==> src/core/gas_pkg.sv <==
// constants and types for the general pin output selector
package gas_pkg;

  localparam int unsigned REG_AW = 8;
  localparam int unsigned REG_DW = 16;
  localparam int unsigned SEL_W  = 5;

  // register offsets
  localparam logic [REG_AW-1:0] ADDR_PIN_CFG = 8'h02;
  localparam logic [REG_AW-1:0] ADDR_ALT_SEL = 8'h0b;

  // field positions
  localparam int unsigned SEL0_LSB = 0;
  localparam int unsigned SEL1_LSB = 8;
  localparam int unsigned POL_BIT  = 0;
  localparam int unsigned DRV_BIT  = 1;
  localparam int unsigned ENA_BIT  = 2;

  // reset values
  localparam logic [SEL_W-1:0] SEL_RST = 5'h00;
  localparam logic             ENA_RST = 1'h0;
  localparam logic             DRV_RST = 1'h0;
  localparam logic             POL_RST = 1'h0;
  localparam logic             WIN_RST = 1'h0;
  localparam logic             TOG_RST = 1'h0;
  localparam logic             PIN_OUT_RST = 1'h0;
  localparam logic             PIN_OE_RST  = 1'h0;
  localparam logic [REG_DW-1:0] RDATA_RST  = 16'h0000;

  // selector codes, same meaning on both pins except legacy code 00
  typedef enum logic [SEL_W-1:0] {
    SEL_LEGACY   = 5'h00,
    SEL_INTR     = 5'h01,
    SEL_WINDOW   = 5'h02,
    SEL_LED_A    = 5'h05,
    SEL_LED_B    = 5'h06,
    SEL_LED_AB   = 5'h07,
    SEL_DATA_A   = 5'h0c,
    SEL_DATA_B   = 5'h0d,
    SEL_DATA_ANY = 5'h0e,
    SEL_TOGGLE   = 5'h0f,
    SEL_LOW      = 5'h10,
    SEL_HIGH     = 5'h11,
    SEL_OSC      = 5'h13
  } gas_sel_t;

endpackage : gas_pkg

==> src/core/gas_pin_select.sv <==
// output source selection for the two general-purpose pins
//
// Summary of operation
// - second pin codes 05/06/07 copy LED pulses
// - second pin codes 0c/0d/0e show data cycles
// - second pin code 0f toggles every sample
// - second pin 10 low, 11 high; 12 and codes above 13 unsupported
// - second pin code 13 outputs slow oscillator
// - first selector bits 4:0, bits 7:5 reserved
// - first pin code 0 gives legacy interrupt behaviour
// - first pin code 1 gives interrupt function
// - code 2: first slot start to last slot end
// - first pin codes 5/6/7 output LED pulses
// - first pin codes c/d/e show data cycles
// - first pin code f toggles every sample
// - second selector bits 12:8; codes 01, 02
// - first pin floats unless enabled; polarity selectable
// - drive style set: drive only while active
`timescale 1ns/10ps
`default_nettype none

module gas_pin_select #(
  parameter int unsigned NUM_PINS = 2
) (
  input  wire logic                        sys_clk,
  input  wire logic                        sys_rst,
  // register port of the device
  input  wire logic                        reg_wr_en,
  input  wire logic                        reg_rd_en,
  input  wire logic [gas_pkg::REG_AW-1:0]  reg_addr,
  input  wire logic [gas_pkg::REG_DW-1:0]  reg_wdata,
  output logic      [gas_pkg::REG_DW-1:0]  reg_rdata,
  // event sources from the timing engine and interrupt logic
  input  wire logic                        intr_level,
  input  wire logic                        slot_first_start,
  input  wire logic                        slot_last_end,
  input  wire logic                        slot_a_led,
  input  wire logic                        slot_b_led,
  input  wire logic                        slot_a_data,
  input  wire logic                        slot_b_data,
  input  wire logic                        sample_tick,
  input  wire logic                        osc_slow_clk,
  // pins
  output logic                             first_general_pin_out,
  output logic                             first_general_pin_oe,
  output logic                             second_general_pin_out,
  output logic                             second_general_pin_oe
);

  // ---------------- address decode ----------------
  logic hit_alt_sel;
  logic hit_pin_cfg;
  logic wr_alt_sel;
  logic wr_pin_cfg;
  logic rd_alt_sel;
  logic rd_pin_cfg;

  always_comb begin
    hit_alt_sel = (reg_addr == gas_pkg::ADDR_ALT_SEL);
    hit_pin_cfg = (reg_addr == gas_pkg::ADDR_PIN_CFG);
    wr_alt_sel  = reg_wr_en & hit_alt_sel;
    wr_pin_cfg  = reg_wr_en & hit_pin_cfg;
    rd_alt_sel  = reg_rd_en & hit_alt_sel;
    rd_pin_cfg  = reg_rd_en & hit_pin_cfg;
  end

  // ---------------- selector fields ----------------
  logic [gas_pkg::SEL_W-1:0] sel_q [NUM_PINS];
  logic [gas_pkg::SEL_W-1:0] sel_d [NUM_PINS];

  genvar si;
  generate
    for (si = 0; si < NUM_PINS; si++) begin : g_sel
      // reserved bits between the fields are not stored and read back as zero
      localparam int unsigned LSB = (si == 0) ? gas_pkg::SEL0_LSB : gas_pkg::SEL1_LSB;

      always_comb begin
        sel_d[si] = sel_q[si];
        if (wr_alt_sel) begin
          sel_d[si] = reg_wdata[LSB +: gas_pkg::SEL_W];
        end
      end

      always_ff @(posedge sys_clk) begin
        if (sys_rst) begin
          sel_q[si] <= gas_pkg::SEL_RST;
        end else begin
          sel_q[si] <= sel_d[si];
        end
      end
    end
  endgenerate

  // ---------------- first pin configuration ----------------
  logic ena_q;
  logic ena_d;
  logic drv_q;
  logic drv_d;
  logic pol_q;
  logic pol_d;

  always_comb begin
    ena_d = ena_q;
    drv_d = drv_q;
    pol_d = pol_q;
    if (wr_pin_cfg) begin
      ena_d = reg_wdata[gas_pkg::ENA_BIT];
      drv_d = reg_wdata[gas_pkg::DRV_BIT];
      pol_d = reg_wdata[gas_pkg::POL_BIT];
    end
  end

  always_ff @(posedge sys_clk) begin
    if (sys_rst) begin
      ena_q <= gas_pkg::ENA_RST;
      drv_q <= gas_pkg::DRV_RST;
      pol_q <= gas_pkg::POL_RST;
    end else begin
      ena_q <= ena_d;
      drv_q <= drv_d;
      pol_q <= pol_d;
    end
  end

  // ---------------- readback ----------------
  // read data is held until the next read so the host may sample it late
  logic [gas_pkg::REG_DW-1:0] rdata_q;
  logic [gas_pkg::REG_DW-1:0] rdata_d;

  always_comb begin
    rdata_d = rdata_q;
    if (reg_rd_en) begin
      // unmapped indexes and reserved bits read as zero
      rdata_d = '0;
    end
    if (rd_alt_sel) begin
      rdata_d[gas_pkg::SEL0_LSB +: gas_pkg::SEL_W] = sel_q[0];
      rdata_d[gas_pkg::SEL1_LSB +: gas_pkg::SEL_W] = sel_q[1];
    end
    if (rd_pin_cfg) begin
      rdata_d[gas_pkg::ENA_BIT] = ena_q;
      rdata_d[gas_pkg::DRV_BIT] = drv_q;
      rdata_d[gas_pkg::POL_BIT] = pol_q;
    end
  end

  always_ff @(posedge sys_clk) begin
    if (sys_rst) begin
      rdata_q <= gas_pkg::RDATA_RST;
    end else begin
      rdata_q <= rdata_d;
    end
  end

  assign reg_rdata = rdata_q;

  // ---------------- sample window ----------------
  // window and half-rate toggle are shared by both pins so they stay in phase
  logic window_q;
  logic window_d;

  always_comb begin
    window_d = window_q;
    // start wins if both arrive together: a new sample begins
    if (slot_last_end) begin
      window_d = 1'b0;
    end
    if (slot_first_start) begin
      window_d = 1'b1;
    end
  end

  always_ff @(posedge sys_clk) begin
    if (sys_rst) begin
      window_q <= gas_pkg::WIN_RST;
    end else begin
      window_q <= window_d;
    end
  end

  // ---------------- half-rate toggle ----------------
  logic toggle_q;
  logic toggle_d;

  always_comb begin
    toggle_d = toggle_q;
    if (sample_tick) begin
      toggle_d = ~toggle_q;
    end
  end

  always_ff @(posedge sys_clk) begin
    if (sys_rst) begin
      toggle_q <= gas_pkg::TOG_RST;
    end else begin
      toggle_q <= toggle_d;
    end
  end

  // ---------------- per-pin source mux ----------------
  logic [NUM_PINS-1:0] act;
  logic [NUM_PINS-1:0] legacy_src;

  // first pin: legacy interrupt pin; second pin: legacy sample-done output
  assign legacy_src[0] = intr_level;
  assign legacy_src[1] = slot_a_data | slot_b_data;

  genvar gi;
  generate
    for (gi = 0; gi < NUM_PINS; gi++) begin : g_pin
      always_comb begin
        case (gas_pkg::gas_sel_t'(sel_q[gi]))
          gas_pkg::SEL_LEGACY: begin
            act[gi] = legacy_src[gi];
          end
          gas_pkg::SEL_INTR: begin
            act[gi] = intr_level;
          end
          gas_pkg::SEL_WINDOW: begin
            act[gi] = window_q;
          end
          gas_pkg::SEL_LED_A: begin
            act[gi] = slot_a_led;
          end
          gas_pkg::SEL_LED_B: begin
            act[gi] = slot_b_led;
          end
          gas_pkg::SEL_LED_AB: begin
            act[gi] = slot_a_led | slot_b_led;
          end
          gas_pkg::SEL_DATA_A: begin
            act[gi] = slot_a_data;
          end
          gas_pkg::SEL_DATA_B: begin
            act[gi] = slot_b_data;
          end
          gas_pkg::SEL_DATA_ANY: begin
            act[gi] = slot_a_data | slot_b_data;
          end
          gas_pkg::SEL_TOGGLE: begin
            act[gi] = toggle_q;
          end
          gas_pkg::SEL_LOW: begin
            act[gi] = 1'b0;
          end
          gas_pkg::SEL_HIGH: begin
            act[gi] = 1'b1;
          end
          gas_pkg::SEL_OSC: begin
            act[gi] = osc_slow_clk;
          end
          // unsupported codes park the pin inactive
          default: begin
            act[gi] = 1'b0;
          end
        endcase
      end
    end
  endgenerate

  // ---------------- pin drivers ----------------
  // every pin level comes from a flop, so a selector write or a mux change
  // cannot put a combinational glitch on the pin; cost is one cycle of delay
  logic pin0_out_q;
  logic pin0_out_d;
  logic pin0_oe_q;
  logic pin0_oe_d;
  logic pin1_out_q;
  logic pin1_out_d;
  logic pin1_oe_q;
  logic pin1_oe_d;

  // first pin: polarity and open-drain style apply here only
  always_comb begin
    pin0_out_d = act[0] ^ pol_q;
    // open-drain style drives only while the selected signal is active
    pin0_oe_d  = ena_q & (~drv_q | act[0]);
  end

  always_ff @(posedge sys_clk) begin
    if (sys_rst) begin
      pin0_out_q <= gas_pkg::PIN_OUT_RST;
      pin0_oe_q  <= gas_pkg::PIN_OE_RST;
    end else begin
      pin0_out_q <= pin0_out_d;
      pin0_oe_q  <= pin0_oe_d;
    end
  end

  // second pin: always driven once out of reset, no polarity control
  always_comb begin
    pin1_out_d = act[1];
    pin1_oe_d  = 1'b1;
  end

  always_ff @(posedge sys_clk) begin
    if (sys_rst) begin
      pin1_out_q <= gas_pkg::PIN_OUT_RST;
      pin1_oe_q  <= gas_pkg::PIN_OE_RST;
    end else begin
      pin1_out_q <= pin1_out_d;
      pin1_oe_q  <= pin1_oe_d;
    end
  end

  assign first_general_pin_out  = pin0_out_q;
  assign first_general_pin_oe   = pin0_oe_q;
  assign second_general_pin_out = pin1_out_q;
  assign second_general_pin_oe  = pin1_oe_q;

endmodule : gas_pin_select

`default_nettype wire

==> config.mk <==
export PLATFORM = sky130hd
export DESIGN_NAME = gas_pin_select
export DESIGN_NICKNAME = d
export VERILOG_FILES = /design/src/core/gas_pkg.sv /design/src/core/gas_pin_select.sv
export SDC_FILE = /design/constraint.sdc
export NUM_CORES = 1
export LEC_CHECK = 0
export BUFFER_PORTS_ARGS = -buffer_cell sky130_fd_sc_hd__buf_2
export CORE_MARGIN = 2
export CORE_UTILIZATION = 30
export DETAILED_ROUTE_END_ITERATION = 7
export PLACE_DENSITY = 0.57
export SLEW_MARGIN = 20
export SYNTH_ARGS = -nofsm -noshare
export SYNTH_HDL_FRONTEND = slang
export SYNTH_SLANG_ARGS = --single-unit
==> constraint.sdc <==
create_clock -name sys_clk -period 1.7 [get_ports sys_clk]
set_input_delay 0.255 -clock sys_clk [delete_from_list [all_inputs] [get_ports sys_clk]]
set_output_delay 0.255 -clock sys_clk [all_outputs]
set_load 0.03 [all_outputs]
== Yosys cells after proc, flatten, opt, wreduce, memory -nomap -nowiden ==
Memories as Yosys holds them, arrays and structs flattened.
Cells that the tools add are included.

* Equality and inequality tests: 24
* Multiplexer cells: 15
* Bitwise operators: 13
* Reductions and logical operators: 7

{| class="wikitable"
|+ Operator list
! operator !! count
|-
| 5-bit by 4-bit == test with 1-bit output, second input constant || 8
|-
| 5-bit by 3-bit == test with 1-bit output, second input constant || 6
|-
| 5-bit two-way mux || 6
|-
| 1-bit one-hot mux with 11 select lines || 2
|-
| 5-bit == test, second input constant || 4
|-
| 13-bit two-way mux || 1
|-
| 5-bit by 1-bit == test with 1-bit output, second input constant || 2
|-
| 5-bit by 2-bit == test with 1-bit output, second input constant || 2
|-
| 5-bit zero test || 2
|-
| 8-bit by 2-bit == test with 1-bit output, second input constant || 1
|-
| 8-bit by 4-bit == test with 1-bit output, second input constant || 1
|-
| 1-bit AND || 5
|-
| 1-bit two-way mux || 5
|-
| 1-bit bitwise OR || 5
|-
| 2-bit nonzero test || 2
|-
| 2-bit OR reduction || 2
|-
| 3-bit two-way mux || 1
|-
| 3-bit nonzero test || 1
|-
| 1-bit NOT || 2
|-
| 1-bit bitwise XOR || 1
|}

* Bits in registers: 19
* Bits in writable memories: 10
* Input bits: 37
* Output and inout port bits: 20
* Logic and storage cells: 71
* Memories: 1

{| class="wikitable"
|+ Memories
! name !! words !! bits a word !! read ports !! clocked after Yosys merged registers in !! wr ports !! RTL line !! RTL
|-
| sel_q || 2 || 5 || 2 || 0 || 2 || gas_pin_select.sv:68 || <nowiki>logic [gas_pkg::SEL_W-1:0] sel_q [NUM_PINS];</nowiki>
|}

== Longest topological paths before layout ==
Gate-level depths: netlist (run 1).
An unclocked memory read counts as a cell.

* Word-level depth: 6
* Depth in mapped cells: 6
* Gate-level depth less buffers: 5

== Least setup slack after synthesis (run 1) ==
No wires, ideal clock.

* Path kind: input -> register
* From: in reg_addr[4] in the netlist's numbering
* To: mem sel_q[0][1] in the netlist's numbering
* Library setup time: 130 ps
* Arrival: 1421 ps
* Required time: 1570 ps
* Setup slack: 149 ps
* Stages: 6
* Buffers on the path: 1
* Cells stage by stage: or4b_4 > nor3_4 > nand3_2 > buf_6 > mux2i_1 > nor2_1

{| class="wikitable"
|+ RTL lines
! what !! RTL line !! RTL
|-
| from (decl) || gas_pin_select.sv:30 || <nowiki>input wire logic [gas_pkg::REG_AW-1:0] reg_addr,</nowiki>
|-
| to (decl) || gas_pin_select.sv:68 ||
|}

==> results of run 1 <==
critical path, stage by stage (launching register included):
cell,delay (ns)
dfxtp_2,0.33
buf_4,0.15
or3_1,0.36
a21oi_1,0.20
nor4_2,0.06
buf_4,0.14
mux2_2,0.25
layout make-up:
| class | instances | area, µm² | share of cell area [%] |
|---|---|---|---|
| Inverter | 4 | 15.0 | 0.801 |
| Clock buffer | 7 | 96.3 | 5.14 |
| Timing Repair Buffer | 50 | 290 | 15.5 |
| Tap cell | 67 | 83.8 | 4.47 |
| Clock inverter | 1 | 5.00 | 0.267 |
| Sequential cell | 29 | 586 | 31.2 |
| Multi-Input combinational cell | 122 | 800 | 42.6 |
report_power, final:
| part | switching, mW | total, mW | internal [mW] |
|---|---|---|---|
| combinational | 0.0737 | 0.122 | 0.0482 |
| sequential | 0.00542 | 0.694 | 0.688 |
| clock | 0.249 | 0.614 | 0.365 |
final timing paths:
path / depth (start not counted) / to / slack (ns) / start
worst max-delay path: 6 / first_general_pin_out / 0.09 / sel_q[0][0]
worst min-delay path: 3 / window_q / 0.18 / slot_first_start
worst max register to register: 6 / first_general_pin_out / 0.09 / sel_q[0][0]
worst min register to register: 2 / first_general_pin_oe / 0.46 / ena_q
cell usage in the layout (no fill, tap or decap), drive strengths merged, types with 2 or more instances in the layout:
master,count
buf,50
dfxtp,29
nor2,29
a21oi,16
mux2i,13
nor2b,8
nand3,8
clkbuf,7
conb,6
a22o,5
nand2,5
inv,4
nand2b,4
and2,2
or3,2
and3b,2
o21ai,2
a32oi,2
a31oi,2
or4b,2
nor3,2
nor4,2
per-layer routing:
metal / GRT usage, % / routed length [µm] / vias up
met2: 19.6 / 1540 / 37
met5: 0 / 0 / -
met1: 17.1 / 1540 / 551
li1: - / - / 664
met3: 4.88 / 195 / 2
met4: 4.17 / 27 / 0
registers in the layout, summed over array words and instances, names as in the netlist:
name,cells
ena_q,1
pol_q,1
second_general_pin_out,1
window_q,1
drv_q,1
sel_q,10
toggle_q,1
first_general_pin_out,1
first_general_pin_oe,1
second_general_pin_oe,1
reg_rdata,10
cells by family after synthesis:
group | Yosys count
simple gates | 69
compound gates | 32
flops | 29
buf+inv | 20
mux | 14
xor+xnor | 1
other cells | 1
==> reports/summary.txt, run 1 <==
Post-Synth Adder-Cell Area = 0%
Final Util = 39.4%
Total Nets Final = 249
Die Wd = 74.4 µm
GRT Overall Usage = 12.9%
Max-Cap Viols = 0
Hold WS = 0.182 ns
Layout Cells excl Fill = 280
status = finished clean
# placed instances = 272
core box area = 4750 µm²
layout cells sized above 1 = 39.0%
Detailed Place HPWL = 2.50 mm
post-CTS setup buffers = 0
diode count = 0
complex-gate fraction of the synthesized area = 15.6%
pre-CTS WS = -0.0782 ns
time the worst path needs with I/O delays and setup = 1.61 ns
mapped cell area = 1490 µm²
Die Span Y = 74.4 µm
post-cts sizing count = 0
RSZ-0062 raised after global routing = no
worst endpoint data arrival time = 1.77 ns
largest net degree at the start of global routing = 20
initial core utilization = 31.3%
Setup Viol. Count Final = 0
TritonRoute pass-1 iters = 4
CP max FO = 5
ys flop type = dfxtp_1
row cnt = 25
first-pass GRT wire length = 5.44 mm
post-route setup TNS = 0 ns
XOR/XNOR Fraction of Synth Area = 0.589%
CP endpoint kind = flip-flop
Reg clk slew, reported paths = 0.06 ns
Layout area overhead = 26.1%
DIE AREA = 5540 µm²
initial antenna violation count = 0
dpl cell area = 1760 µm²
Slew Limit Fails = 0
vias in the first global route = 1138
LEAKAGE = 0.870 nW
Top Ports = 57
largest family of logic cells by synthesized area = simple AND/OR/NAND/NOR gates
post-synthesis sequential area ratio = 39.0%
mux cell area share after synthesis = 9.50%
skew final = 0.00541 ns
DRT antenna net count = 0
GRT overflow = 0
I/O Buffers = 44
final hold viol count = 0
routed wire length per instance = 11.8 µm
DRT iter0 DRCs = 38
cell area after layout = 1880 µm²
Simple-Gate Fraction of Synth Area = 26.2%
final critical-path setup slack = 0.0909 ns
total routed wirelength = 3.30 mm
Clock H-tree levels = 2
CTS hold repair buffers = 0
post-route total power = 1.43 mW
worst path required time = 1.86 ns
worst vdd ir = 0.251 mV
share of the synthesized area in the top cell type = 39.0%
CTS tree = yes
DRC = 0
post-DR vias/cell = 4.48
most common cell in the netlist = dfxtp_1
Post-synth EDFFs = 0
most frequent cells after synthesis = 29 x dfxtp_1, 22 x nor2_1, 13 x mux2i_1
Avg Cell Area, Syn = 8.96 µm²
WS Path Type = reg -> reg
Yosys cell types = 40
RePlAce Congestion = 0.710
register bit total from synthesis = 29
synth warn = 0
Tcrit/Tclk final = 94.7%
HP Class = in -> reg
Max Freq = 621 MHz
CTS sink count = 29
# fillers = 538
number of CTS-inserted buffers = 5
vias post-DR = 1254
largest area contributor in the netlist = dfxtp_1
Critical Path Source Type = flip-flop
CTS Buffer Depth = 2
clk_lat worst skew = 0.27 ns
Root Buffer = clkbuf_8
Power per Cell Area = 762 nW/µm²
Cells after Synth = 166
top post-synthesis cells by area = dfxtp_1 39%, mux2i_1 8.7%, nor2_1 5.6%
asr flop ratio synth = 0%
No activity file was read; power rests on OpenSTA's default activity.
==> run 2: changes to the inputs <==
--- a/config.mk
+++ b/config.mk
@@ -7,9 +7,9 @@
 export LEC_CHECK = 0
 export BUFFER_PORTS_ARGS = -buffer_cell sky130_fd_sc_hd__buf_2
 export CORE_MARGIN = 2
-export CORE_UTILIZATION = 30
+export CORE_UTILIZATION = 40
 export DETAILED_ROUTE_END_ITERATION = 7
-export PLACE_DENSITY = 0.57
+export PLACE_DENSITY = 0.69
 export SLEW_MARGIN = 20
 export SYNTH_ARGS = -nofsm -noshare
 export SYNTH_HDL_FRONTEND = slang
==> constraint.sdc (replaced) <==
create_clock -name sys_clk -period 1.8 [get_ports sys_clk]
set_input_delay 0.27 -clock sys_clk [delete_from_list [all_inputs] [get_ports sys_clk]]
set_output_delay 0.27 -clock sys_clk [all_outputs]
set_load 0.03 [all_outputs]
==> reports/summary.txt, run 2 (synthesis results as in run 1) <==
Root Buffer = clkbuf_8
final critical-path setup slack = 0.182 ns
Layout area overhead = 23.2%
Setup Viol. Count Final = 0
skew final = 0.00288 ns
initial core utilization = 41.3%
DIE AREA = 4220 µm²
post-cts sizing count = 0
CP max-delay cell = dfxtp_1
post-route setup TNS = 0 ns
worst vdd ir = 0.327 mV
total routed wirelength = 2.99 mm
post-DR vias/cell = 4.91
RSZ-0062 raised after global routing = no
HP Class = in -> reg
first-pass GRT wire length = 4.95 mm
crit-path max cell delay = 0.40 ns
DRT iter0 DRCs = 41
WS Path Type = reg -> reg
Max Freq = 618 MHz
Slew Limit Fails = 0
post-route total power = 1.35 mW
clk_lat worst skew = 0.28 ns
final hold viol count = 0
layout cells sized above 1 = 36.3%
Reg clk slew, reported paths = 0.06 ns
DRT antenna net count = 0
I/O Buffers = 44
CP bufs+invs = 1
CP max FO = 6
# placed instances = 252
most frequent cells in the layout = 44 x buf_2, 29 x dfxtp_1, 22 x nor2_1, 13 x mux2i_1, 9 x a21oi_1
Layout Cells excl Fill = 260
RePlAce Congestion = 0.817
CTS hold repair buffers = 0
diode count = 0
pre-CTS WS = 0.000291 ns
number of CTS-inserted buffers = 5
Critical Path Source Type = flip-flop
Clock H-tree levels = 2
routed wire length per instance = 11.5 µm
GRT overflow = 0
Total Nets Final = 248
CTS sink count = 29
Power per Cell Area = 738 nW/µm²
time the worst path needs with I/O delays and setup = 1.62 ns
LEAKAGE = 0.861 nW
Top Ports = 57
Tcrit/Tclk final = 89.9%
TritonRoute pass-1 iters = 4
vias in the first global route = 1123
CP endpoint kind = flip-flop
commonest non-fill, non-tap cell in the layout = buf_2
Die Wd = 65.0 µm
Detailed Place HPWL = 2.28 mm
core box area = 3610 µm²
crit path cell chain = and3b_1, o21ai_0, a21oi_1, nor4_1, buf_4, mux2_2
DRC = 0
worst endpoint data arrival time = 1.79 ns
Max-Cap Viols = 0
Crit path max-delay family = flip-flops
CTS tree = yes
status = finished clean
post-CTS setup buffers = 0
worst path required time = 1.97 ns
GRT Overall Usage = 15.3%
vias post-DR = 1277
Die Span Y = 65.0 µm
largest net degree at the start of global routing = 19
row cnt = 22
initial antenna violation count = 0
CTS Buffer Depth = 2
run 2: worst paths after layout:
check                         from                     to  slack, ns  cells after the start
setup reg to reg       sel_q[0][0]  first_general_pin_out       0.18                      6
hold / removal    slot_first_start               window_q       0.19                      3
setup / recovery       sel_q[0][0]  first_general_pin_out       0.18                      6
hold reg to reg       reg_rdata[1]           reg_rdata[1]       0.47                      2
run 2: layout make-up:
cell class / instances / area [µm²]
clock inverters: 1 / 5.00
repair buffers: 49 / 283
inverters: 4 / 15.0
well taps: 48 / 60.1
multi-input cells: 122 / 793
fillers: 363 / 1770
clock buffers: 7 / 96.3
flip-flops and latches: 29 / 581
run 2: power by group:
part	internal [mW]	switching (mW)
clock network	0.345	0.239
logic	0.0453	0.0687
registers	0.650	0.00500
total	1.04	0.313
run 2: metrics by stage:
step,utilization [%],hold WS (ns),area [µm²]
6_report,50.8,0.191,1830
2_1_floorplan,-,0.387,1510
5_1_grt,50.8,0.198,1830
4_1_cts,50.8,0.190,1830
3_5_place_dp,48.0,0.460,1730
3_3_place_gp,48.0,0.450,1730
run 2: worst reg2reg max path: stages, from the launching register on:
cell and delay, ns:
dfxtp_1 0.40, and3b_1 0.19, o21ai_0 0.14, a21oi_1 0.08, nor4_1 0.20, buf_4 0.17
mux2_2 0.32
run 2: per-layer routing:
layer / up-vias / global-route usage, % / part of all wire [%]
met2: 34 / 24.5 / 46
met5: - / 0 / 0
met3: 5 / 3.82 / 5.7
met4: 0 / 8.78 / 1.9
met1: 583 / 18.6 / 46
li1: 655 / - / -
